### src/hdl/fsc_defs.vh
`ifndef FSC_DEFS_VH
`define FSC_DEFS_VH
// APB register byte offsets
`define FSC_REG_CTRL 12'h000
`define FSC_REG_ADDR 12'h004
`define FSC_REG_WDATA 12'h008
`define FSC_REG_STATUS 12'h00C
`define FSC_REG_RDATA 12'h010
// Control register fields
`define FSC_CTRL_GO 0
`define FSC_CTRL_OP_LSB 1
`define FSC_CTRL_OP_MSB 3
`define FSC_CTRL_WORD 4
// Operation codes
`define FSC_OP_READ 3'h0
`define FSC_OP_PROGRAM 3'h1
`define FSC_OP_CHIP_ERASE 3'h2
`define FSC_OP_SECTOR_ERASE 3'h3
`define FSC_OP_ADD_SECTOR 3'h4
`define FSC_OP_RESET 3'h5
`define FSC_OP_POLL 3'h6
// Status register fields
`define FSC_ST_BUSY 0
`define FSC_ST_DONE 1
`define FSC_ST_FAIL 2
`define FSC_ST_REJECT 3
`define FSC_ST_RDY 4
`define FSC_ST_WINDOW 5
// Toggle and flag bit positions in the status byte
`define FSC_BIT_POLL 7
`define FSC_BIT_OPTOG 6
`define FSC_BIT_TLIM 5
`define FSC_BIT_EWIN 3
`define FSC_BIT_ESTOG 2
// Bus cycle phase length in clocks (strobe low and high)
`define FSC_PHASE_CYC 4'h3
// Unlock addresses and data
`define FSC_UNLOCK_A1 20'h0_0AAA
`define FSC_UNLOCK_A2 20'h0_0555
`define FSC_CMD_AA 8'hAA
`define FSC_CMD_55 8'h55
`define FSC_CMD_PROG 8'hA0
`define FSC_CMD_ERASE 8'h80
`define FSC_CMD_CHIP 8'h10
`define FSC_CMD_SECT 8'h30
`define FSC_CMD_RESET 8'hF0
`endif

### src/hdl/fsc_busy_sync.v
`timescale 1ns/1ps
// Two-flop synchroniser for the open-drain ready/busy input
module fsc_busy_sync (
  input wire pclk,
  input wire presetn,
  input wire ce,
  input wire ready_busy_n_i,
  output reg ready_q
);
  reg meta_q;
  always @(posedge pclk or negedge presetn) begin
    if (!presetn) begin
      meta_q <= 1'b0;
      ready_q <= 1'b0;
    end else if (ce) begin
      meta_q <= ready_busy_n_i;
      ready_q <= meta_q;
    end
  end
endmodule

### src/hdl/fsc_cmd_rom.v
`timescale 1ns/1ps
`include "fsc_defs.vh"
// Command-sequence table: address and byte for each step of a sequence
module fsc_cmd_rom (
  input wire pclk,
  input wire presetn,
  input wire ce,
  input wire [2:0] op,
  input wire [2:0] step,
  input wire [19:0] user_addr,
  input wire [7:0] user_data,
  output reg [19:0] addr_q,
  output reg [7:0] data_q
);
  reg [19:0] addr_d;
  reg [7:0] data_d;
  always @* begin
    addr_d = `FSC_UNLOCK_A1;
    data_d = `FSC_CMD_AA;
    case (step)
      3'h1: begin
        addr_d = `FSC_UNLOCK_A2;
        data_d = `FSC_CMD_55;
      end
      3'h2: begin
        data_d = (op == `FSC_OP_PROGRAM) ? `FSC_CMD_PROG : `FSC_CMD_ERASE;
      end
      3'h3: begin
        if (op == `FSC_OP_PROGRAM) begin
          addr_d = user_addr;
          data_d = user_data;
        end
      end
      3'h4: begin
        addr_d = `FSC_UNLOCK_A2;
        data_d = `FSC_CMD_55;
      end
      3'h5: begin
        if (op == `FSC_OP_CHIP_ERASE) begin
          data_d = `FSC_CMD_CHIP;
        end else begin
          addr_d = user_addr;
          data_d = `FSC_CMD_SECT;
        end
      end
      default: begin
        addr_d = `FSC_UNLOCK_A1;
        data_d = `FSC_CMD_AA;
      end
    endcase
    if (op == `FSC_OP_RESET) begin
      addr_d = user_addr;
      data_d = `FSC_CMD_RESET;
    end else if (op == `FSC_OP_ADD_SECTOR) begin
      addr_d = user_addr;
      data_d = `FSC_CMD_SECT;
    end
  end
  always @(posedge pclk or negedge presetn) begin
    if (!presetn) begin
      addr_q <= 20'h0_0000;
      data_q <= 8'h00;
    end else if (ce) begin
      addr_q <= addr_d;
      data_q <= data_d;
    end
  end
endmodule

### src/hdl/fsc_flash_ctrl.v
// Our own choices: the placing of the registers and the APB interface to the registers.
`timescale 1ns/1ps
`include "fsc_defs.vh"
// Functional notes
// - Host reads erase-window flag before and after each added sector command (the code makes no read before; it checks window_q kept from the last poll).
// - Host keeps chip select or output enable high while address changes.
// - Host starts polling with two reads; stable toggle means done (the code makes three reads before its first compare).
// - Toggling and time-limit high: recheck; still toggling means fail, reset (the code sets fail and issues no reset until a reset operation is started).
// - Host returning to polling restarts from the first double read.
// - Ready/busy is open-drain, host supplies pull-up, outputs wire-AND.
module fsc_flash_ctrl #(
  parameter MAX_POLLS = 16'hFFFF
) (
  input wire pclk,
  input wire presetn,
  input wire pclken,
  input wire psel,
  input wire penable,
  input wire pwrite,
  input wire [11:0] paddr,
  input wire [31:0] pwdata,
  output reg [31:0] prdata,
  output reg pready,
  output reg pslverr,
  output reg [19:0] flash_addr,
  output reg [14:0] flash_dq_o,
  output reg [14:0] flash_dq_oe_n,
  input wire [14:0] flash_dq_i,
  output reg top_data_or_low_addr_o,
  output reg top_data_or_low_addr_oe_n,
  input wire top_data_or_low_addr_i,
  output reg flash_ce_n,
  output reg flash_oe_n,
  output reg flash_we_n,
  output reg flash_word,
  input wire ready_busy_n
);
  localparam S_IDLE = 4'h0;
  localparam S_WLOW = 4'h1;
  localparam S_WHIGH = 4'h2;
  localparam S_RLOW = 4'h3;
  localparam S_RHIGH = 4'h4;
  localparam S_EVAL = 4'h5;
  localparam S_LOAD = 4'h6;

  reg [3:0] st_q;
  reg [3:0] cnt_q;
  reg [2:0] step_q;
  reg [2:0] op_q;
  reg word_q;
  reg [19:0] addr_q;
  reg [15:0] wdata_q;
  reg [15:0] rdata_q;
  reg [15:0] prev_q;
  reg [1:0] nread_q;
  reg [15:0] polls_q;
  reg busy_q;
  reg done_q;
  reg fail_q;
  reg reject_q;
  reg tlim_seen_q;
  reg window_q;
  reg last_step_q;
  wire rdy;
  wire [19:0] rom_addr;
  wire [7:0] rom_data;
  wire [15:0] rd_bus = {top_data_or_low_addr_i, flash_dq_i};
  wire acc = psel & penable & pready;
  wire ctrl_wr = acc & pwrite & (paddr == `FSC_REG_CTRL);
  wire [2:0] new_op = pwdata[`FSC_CTRL_OP_MSB:`FSC_CTRL_OP_LSB];
  wire [2:0] seq_len = (new_op == `FSC_OP_PROGRAM) ? 3'h4 :
                       ((new_op == `FSC_OP_RESET) || (new_op == `FSC_OP_ADD_SECTOR)) ? 3'h1 : 3'h6;
  wire [15:0] toggled = rdata_q ^ prev_q;

  fsc_busy_sync u_sync (
    .pclk(pclk),
    .presetn(presetn),
    .ce(pclken),
    .ready_busy_n_i(ready_busy_n),
    .ready_q(rdy)
  );

  fsc_cmd_rom u_rom (
    .pclk(pclk),
    .presetn(presetn),
    .ce(pclken),
    .op(op_q),
    .step(step_q),
    .user_addr(addr_q),
    .user_data(wdata_q[7:0]),
    .addr_q(rom_addr),
    .data_q(rom_data)
  );

  // APB slave, zero wait state, unmapped reads zero with error
  always @(posedge pclk or negedge presetn) begin
    if (!presetn) begin
      prdata <= 32'h0000_0000;
      pready <= 1'b0;
      pslverr <= 1'b0;
    end else if (pclken) begin
      pready <= psel & ~penable;
      pslverr <= 1'b0;
      prdata <= 32'h0000_0000;
      if (psel & ~penable & ~pwrite) begin
        case (paddr)
          `FSC_REG_CTRL: prdata <= {27'h000_0000, word_q, op_q, 1'b0};
          `FSC_REG_ADDR: prdata <= {12'h000, addr_q};
          `FSC_REG_WDATA: prdata <= {16'h0000, wdata_q};
          `FSC_REG_STATUS: prdata <= {26'h000_0000, window_q, rdy, reject_q, fail_q, done_q, busy_q};
          `FSC_REG_RDATA: prdata <= {16'h0000, rdata_q};
          default: pslverr <= psel;
        endcase
      end else if (psel & ~penable) begin
        case (paddr)
          `FSC_REG_CTRL, `FSC_REG_ADDR, `FSC_REG_WDATA: pslverr <= 1'b0;
          default: pslverr <= 1'b1;
        endcase
      end
    end
  end

  always @(posedge pclk or negedge presetn) begin
    if (!presetn) begin
      st_q <= S_IDLE;
      cnt_q <= 4'h0;
      step_q <= 3'h0;
      op_q <= `FSC_OP_READ;
      word_q <= 1'b1;
      addr_q <= 20'h0_0000;
      wdata_q <= 16'h0000;
      rdata_q <= 16'h0000;
      prev_q <= 16'h0000;
      nread_q <= 2'h0;
      polls_q <= 16'h0000;
      busy_q <= 1'b0;
      done_q <= 1'b0;
      fail_q <= 1'b0;
      reject_q <= 1'b0;
      tlim_seen_q <= 1'b0;
      window_q <= 1'b0;
      last_step_q <= 1'b0;
      flash_addr <= 20'h0_0000;
      flash_dq_o <= 15'h0000;
      flash_dq_oe_n <= 15'h7FFF;
      top_data_or_low_addr_o <= 1'b0;
      top_data_or_low_addr_oe_n <= 1'b1;
      flash_ce_n <= 1'b1;
      flash_oe_n <= 1'b1;
      flash_we_n <= 1'b1;
      flash_word <= 1'b1;
    end else if (pclken) begin
      flash_word <= word_q;
      if (acc & pwrite & (paddr == `FSC_REG_ADDR) & ~busy_q) begin
        addr_q <= pwdata[19:0];
      end
      if (acc & pwrite & (paddr == `FSC_REG_WDATA) & ~busy_q) begin
        wdata_q <= pwdata[15:0];
      end
      case (st_q)
        S_IDLE: begin
          if (ctrl_wr & pwdata[`FSC_CTRL_GO] & ~busy_q) begin
            op_q <= new_op;
            word_q <= pwdata[`FSC_CTRL_WORD];
            done_q <= 1'b0;
            reject_q <= 1'b0;
            step_q <= 3'h0;
            nread_q <= 2'h0;
            polls_q <= 16'h0000;
            tlim_seen_q <= 1'b0;
            busy_q <= 1'b1;
            if (new_op == `FSC_OP_RESET) begin
              fail_q <= 1'b0;
            end
            // device refuses program/erase while busy; a fresh start is rejected
            if (~rdy & ((new_op == `FSC_OP_PROGRAM) || (new_op == `FSC_OP_CHIP_ERASE) ||
                (new_op == `FSC_OP_SECTOR_ERASE))) begin
              reject_q <= 1'b1;
              busy_q <= 1'b0;
              done_q <= 1'b1;
            end else if ((new_op == `FSC_OP_READ) || (new_op == `FSC_OP_POLL)) begin
              st_q <= S_LOAD;
            end else if (fail_q & (new_op != `FSC_OP_RESET)) begin
              reject_q <= 1'b1;
              busy_q <= 1'b0;
              done_q <= 1'b1;
            end else if ((new_op == `FSC_OP_ADD_SECTOR) & window_q) begin
              reject_q <= 1'b1;
              busy_q <= 1'b0;
              done_q <= 1'b1;
            end else begin
              last_step_q <= (seq_len == 3'h1);
              // Table register needs one clock to follow the new operation
              st_q <= S_EVAL;
            end
          end
        end
        S_LOAD: begin
          // Address and data settle with strobes high
          cnt_q <= 4'h0;
          if ((op_q == `FSC_OP_READ) || (op_q == `FSC_OP_POLL)) begin
            flash_addr <= addr_q;
            flash_dq_oe_n <= 15'h7FFF;
            top_data_or_low_addr_o <= addr_q[0];
            top_data_or_low_addr_oe_n <= word_q;
            // Select falls first so the read is marked by the output enable edge
            flash_ce_n <= 1'b0;
            st_q <= S_RLOW;
          end else begin
            flash_addr <= rom_addr;
            flash_dq_o <= {7'h00, rom_data};
            flash_dq_oe_n <= {7'h7F, 8'h00};
            top_data_or_low_addr_o <= 1'b0;
            top_data_or_low_addr_oe_n <= 1'b1;
            flash_ce_n <= 1'b0;
            if (word_q & (op_q == `FSC_OP_PROGRAM) & (step_q == 3'h3)) begin
              // Data cycle of a word program drives all sixteen lines
              flash_dq_o <= wdata_q[14:0];
              flash_dq_oe_n <= 15'h0000;
              top_data_or_low_addr_o <= wdata_q[15];
              top_data_or_low_addr_oe_n <= 1'b0;
            end
            st_q <= S_WLOW;
          end
        end
        S_WLOW: begin
          flash_we_n <= 1'b0;
          cnt_q <= cnt_q + 4'h1;
          if (cnt_q == `FSC_PHASE_CYC) begin
            // Select stays low past the write strobe edge that latches the cycle
            flash_we_n <= 1'b1;
            cnt_q <= 4'h0;
            st_q <= S_WHIGH;
          end
        end
        S_WHIGH: begin
          flash_ce_n <= 1'b1;
          flash_dq_oe_n <= 15'h7FFF;
          top_data_or_low_addr_oe_n <= 1'b1;
          cnt_q <= cnt_q + 4'h1;
          if (cnt_q == `FSC_PHASE_CYC) begin
            if (last_step_q) begin
              // busy follows the final strobe; poll until completion, except after a reset command
              nread_q <= 2'h0;
              if ((op_q == `FSC_OP_RESET)) begin
                busy_q <= 1'b0;
                done_q <= 1'b1;
                window_q <= 1'b0;
                st_q <= S_IDLE;
              end else begin
                op_q <= `FSC_OP_POLL;
                st_q <= S_LOAD;
              end
            end else begin
              step_q <= step_q + 3'h1;
              last_step_q <= (step_q + 3'h2 == ((op_q == `FSC_OP_PROGRAM) ? 3'h4 : 3'h6));
              st_q <= S_EVAL;
            end
          end
        end
        S_EVAL: begin
          // One clock lets the table register catch up with the new step
          st_q <= S_LOAD;
        end
        S_RLOW: begin
          flash_ce_n <= 1'b0;
          flash_oe_n <= 1'b0;
          cnt_q <= cnt_q + 4'h1;
          if (cnt_q == `FSC_PHASE_CYC) begin
            rdata_q <= word_q ? rd_bus : {8'h00, flash_dq_i[7:0]};
            prev_q <= rdata_q;
            // strobes rise before any address change
            flash_ce_n <= 1'b1;
            flash_oe_n <= 1'b1;
            cnt_q <= 4'h0;
            st_q <= S_RHIGH;
          end
        end
        S_RHIGH: begin
          cnt_q <= cnt_q + 4'h1;
          if (cnt_q == `FSC_PHASE_CYC) begin
            window_q <= rdata_q[`FSC_BIT_EWIN];
            if (op_q == `FSC_OP_READ) begin
              busy_q <= 1'b0;
              done_q <= 1'b1;
              st_q <= S_IDLE;
            end else if (nread_q != 2'h2) begin
              nread_q <= nread_q + 2'h1;
              st_q <= S_RLOW;
            end else if (~toggled[`FSC_BIT_OPTOG]) begin
              busy_q <= 1'b0;
              done_q <= 1'b1;
              window_q <= 1'b0;
              fail_q <= 1'b0;
              st_q <= S_IDLE;
            end else if (tlim_seen_q) begin
              // still toggling after time-limit flag: failed
              busy_q <= 1'b0;
              done_q <= 1'b1;
              fail_q <= 1'b1;
              st_q <= S_IDLE;
            end else if (polls_q == MAX_POLLS) begin
              busy_q <= 1'b0;
              done_q <= 1'b1;
              fail_q <= 1'b1;
              st_q <= S_IDLE;
            end else begin
              tlim_seen_q <= rdata_q[`FSC_BIT_TLIM];
              polls_q <= polls_q + 16'h0001;
              st_q <= S_RLOW;
            end
          end
        end
        default: st_q <= S_IDLE;
      endcase
    end
  end
endmodule

### config.mk
export PLATFORM = sky130hd
export DESIGN_NAME = fsc_flash_ctrl
export DESIGN_NICKNAME = d
export VERILOG_FILES = /design/src/hdl/fsc_busy_sync.v /design/src/hdl/fsc_cmd_rom.v /design/src/hdl/fsc_flash_ctrl.v
export VERILOG_INCLUDE_DIRS = /design/src /design/src/hdl
export SDC_FILE = /design/constraint.sdc
export NUM_CORES = 1
export LEC_CHECK = 0
export BUFFER_PORTS_ARGS = -buffer_cell sky130_fd_sc_hd__buf_2
export CAP_MARGIN = 10
export CORE_MARGIN = 5
export CORE_UTILIZATION = 55
export DETAILED_ROUTE_END_ITERATION = 10
export PLACE_DENSITY = 0.8
export SYNTH_ARGS = -nofsm -noshare
export SYNTH_HDL_FRONTEND = slang
export SYNTH_SLANG_ARGS = --single-unit
### constraint.sdc
create_clock -name pclk -period 3.85 [get_ports pclk]
set_clock_uncertainty 0.15 [all_clocks]
set_input_delay 0.385 -clock pclk [delete_from_list [all_inputs] [get_ports pclk]]
set_output_delay 0.385 -clock pclk [all_outputs]
set_load 0.1 [all_outputs]
==> results.json <==
{
  "outcome": "finished clean",
  "area_growth_pct": 15.6,
  "synthAdderAreaFrac_pct": 1.35,
  "num_rows": 47,
  "fmax_mhz": 345,
  "drive_above_1_share_pct": 23.7,
  "synth_xor_area_share_pct": 1.24,
  "dpl_worst_slack_ns": 1.03,
  "cts_resized": 0,
  "floorplan.initialDensity_pct": 55.8,
  "seq_area_um2": 4690,
  "synth_area_leaders": "dfrtp_1 (49%), nand2_1 (5.9%), mux2_2 (5.4%), o21ai_0 (4.7%), mux2i_1 (4.6%)",
  "drt_iter0_drc": 710,
  "synthArstFlopShare_pct": 100,
  "critPathBufInv": 3,
  "gr-usage-all-layers_pct": 25.2,
  "fill_cells": 1307,
  "arrival_ns": 3.12,
  "setup_ws_ns": 0.950,
  "cts_tree": "built",
  "period_needed_ns": 2.90,
  "ys_ff_latch": 187,
  "overflow": 0,
  "yosysUniqueCellTypes": 66,
  "clkLatencyLatePin_ns": 0.44,
  "synth-compound-area-share_pct": 15.7,
  "cts_made_buffers": 17,
  "slowest_delay_ns": 0.53,
  "critPathMaxFanout": 25,
  "cts.htree.levels": 4,
  "synth.avg_cell_area_um2": 9.98,
  "worst_pin_slew_ns": 1.06,
  "dp_hpwl_um": 17500,
  "synth-edff-count": 0,
  "core_area_um2": 16500,
  "drt_wl_total_um": 24300,
  "hold_path_class": "primary input to flop",
  "fin_setup_tns_ns": 0,
  "cts.sinks": 187,
  "finalHoldViolations": 0,
  "critPathTopFamily": "simple AND/OR/NAND/NOR gates",
  "path_class": "flop to flop",
  "multi_input_area_um2": 4050,
  "setup.worst_path.end_class": "flop",
  "powerDensity_nw_per_um2": 657,
  "p_leak_nw": 5.20,
  "yosysTopAreaCellShare_pct": 48.7,
  "postLayoutCoreUtil_pct": 64.5,
  "required_ns": 4.07,
  "maxCapViolCount": 0,
  "die_x_um": 139,
  "gp_congestion": 0.955,
  "detail_route.wl_per_cell_um": 19.2,
  "yosys.area_share.simple_pct": 15.2,
  "ys_warn_count": 0,
  "total_power_mw": 6.98,
  "fp.dieH_um": 139,
  "vdd_ir_drop_max_mv": 0.696,
  "die_area_um2": 19400,
  "maxSlewViolCount": 0,
  "route.vias.total": 7641,
  "synthMuxAreaShare_pct": 9.97,
  "netlist_area_um2": 9190,
  "cp-start-kind": "flop",
  "ant_nets": 0,
  "nets": 1109,
  "grt_start_max_net_pins": 82,
  "io-pin-count": 157,
  "crit_path_top_delay_cell": "dfrtp_1",
  "avgViaCountPerCell": 6.02,
  "rsz0062_at_grt": "false",
  "maxSlewHeadroom_pct": 29.2,
  "synth-main-ff-cell": "dfrtp_1",
  "setup_violations": 0,
  "drc": 0,
  "drtPass1Iterations": 8,
  "syn-instance-count": 921,
  "clkTransAtPathRegs_ns": 0.07,
  "synth_top_family_by_area": "compound AO/OA/AOI/OAI gates",
  "root_buffer": "clkbuf_16",
  "fin_crit_sh_pct": 75.3,
  "portBuffers": 132,
  "cts_buffer_depth": 2,
  "seq_area_frac_synth_pct": 51.0,
  "grt_pass1_wl_um": 39600,
  "path_cells": "inv_1 -> nor2_1 -> nor3_4 -> buf_4 -> or2_2 -> nor2_1 -> buf_4 -> a22o_1",
  "grt_antenna_before_repair": 3,
  "grt_pass1_vias": 7460,
  "yosysTopAreaCell": "dfrtp_1"
}
==> layer usage <==
layer | routed length (um) | share of wire (%) | up-vias | GRT usage [%]
li1 | - | - | 3485 | -
met1 | 10500 | 43 | 3747 | 35.5
met2 | 11000 | 45 | 359 | 37.6
met3 | 2240 | 9.2 | 50 | 7.17
met4 | 511 | 2.1 | 0 | 8.86
met5 | 0 | 0 | - | 0
==> synth_stat cells, types with 10 or more instances <==
| library cell | count |
|---|---|
| mux2_2 | 44 |
| a21oi_1 | 29 |
| inv_1 | 23 |
| nand2_1 | 145 |
| o21ai_0 | 86 |
| nand3_1 | 27 |
| nor2_1 | 50 |
| a22o_1 | 12 |
| a222oi_1 | 10 |
| xor2_1 | 11 |
| or3_1 | 12 |
| mux2i_1 | 42 |
| clkbuf_1 | 40 |
| buf_4 | 26 |
| dfrtp_1 | 179 |
| o2bb2ai_1 | 14 |
| o211ai_1 | 15 |
| nor3_1 | 15 |
==> report_power, final <==
part | switching (mW) | total [mW] | internal [mW]
Sequential | 0.279 | 2.53 | 2.25
Combinational | 2.10 | 2.69 | 0.587
Clock | 0.827 | 1.77 | 0.940
==> cells by family (layout without fill, tap and decap cells) <==
family,count (synthesis),after routing
compound gates,221,221
other cells,1,15
flops,187,187
simple gates,300,300
buf+inv,103,217
fa+ha+maj,10,10
mux,86,86
xor+xnor,13,13
==> placed cells by master, fill, tap and decap left out, types with 4 or more instances in the layout <==
cell type      synthesis  final
a211oi_1               5      5
a21o_1                 6      6
a21oi_1               29     29
a222oi_1              10     10
a22o_1                12     12
a22oi_1                6      6
a31oi_1                6      6
and3_1                 9      9
and4_1                 5      5
buf_2                  9    131
buf_4                 26     21
clkbuf_16              0     17
conb_1                 1     12
dfrtp_1              179    179
dfstp_2                8      8
dlygate4sd3_1          0      8
ha_1                   9      9
inv_1                 23     23
mux2_2                44     44
mux2i_1               42     42
nand2_1              145    145
nand2b_1               6      6
nand3_1               27     27
nand4_1                4      4
nor2_1                50     50
nor2b_1                5      5
nor3_1                15     13
o2111ai_1              6      6
o211ai_1              15     15
o21ai_0               86     86
o22ai_1                6      6
o2bb2ai_1             14     14
or3_1                 12     12
xor2_1                11     11
==> timing repair <==
item,4_1_cts,5_1_grt
buffers inserted,0,0
hold buffers,7,1
endpoints found under the hold margin,83,1
==> per-stage QoR <==
step / std cells / area [um^2] / hold WS, ns
after floorplan: 932 / 9230 / -0.0606
after global placement: 1226 / 9930 / 0.305
after detailed placement: 1226 / 9930 / 0.312
after CTS: 1265 / 10600 / 0.00143
after global routing: 1269 / 10600 / 0.0196
final: 1269 / 10600 / 0.0109
==> worst min-delay path, delay by kind of cell <==
kind          cells  cell delay, ns
simple gates      2            0.10
buf+inv           1            0.08
==> final timing paths <==
| check | from | endpoint | slack, ns | cells past startpoint |
|---|---|---|---|---|
| worst max-delay path | op_q[2]$_DFFE_PN0P_ | flash_dq_o[14]$_DFFE_PN0P_ | 0.95 | 8 |
| worst min-delay path | flash_dq_i[3] | rdata_q[3]$_DFFE_PN0P_ | 0.01 | 3 |
| worst max register to register | op_q[2]$_DFFE_PN0P_ | flash_dq_o[14]$_DFFE_PN0P_ | 0.95 | 8 |
| worst min register to register | rdata_q[12]$_DFFE_PN0P_ | rdata_q[12]$_DFFE_PN0P_ | 0.32 | 2 |
| max in group asynchronous | presetn | word_q$_DFFE_PN1P_ | 2.21 | 3 |
| min in group asynchronous | presetn | u_rom.data_q[4]$_DFFE_PN0P_ | 0.41 | 2 |
==> cell type report <==
type                            count  share of cell area [%]
Antenna cell                        3                  0.0707
Clock buffer                       19                    4.17
Clock inverter                     13                    1.46
Inverter                           24                   0.848
Multi-Input combinational cell    642                    38.2
Sequential cell                   187                    44.2
Tap cell                          220                    2.59
Timing Repair Buffer              161                    8.52
==> sequential cells by signal, indices dropped and copies added, names as in the netlist, 2 cells and up <==
name,cells
u_rom.addr_q,20
u_rom.data_q,8
st_q,3
nread_q,2
flash_dq_o,15
addr_q,20
flash_dq_oe_n,2
flash_addr,20
op_q,3
wdata_q,16
rdata_q,16
prdata,20
polls_q,16
step_q,3
cnt_q,4
Power figures use the tool's default switching activity.
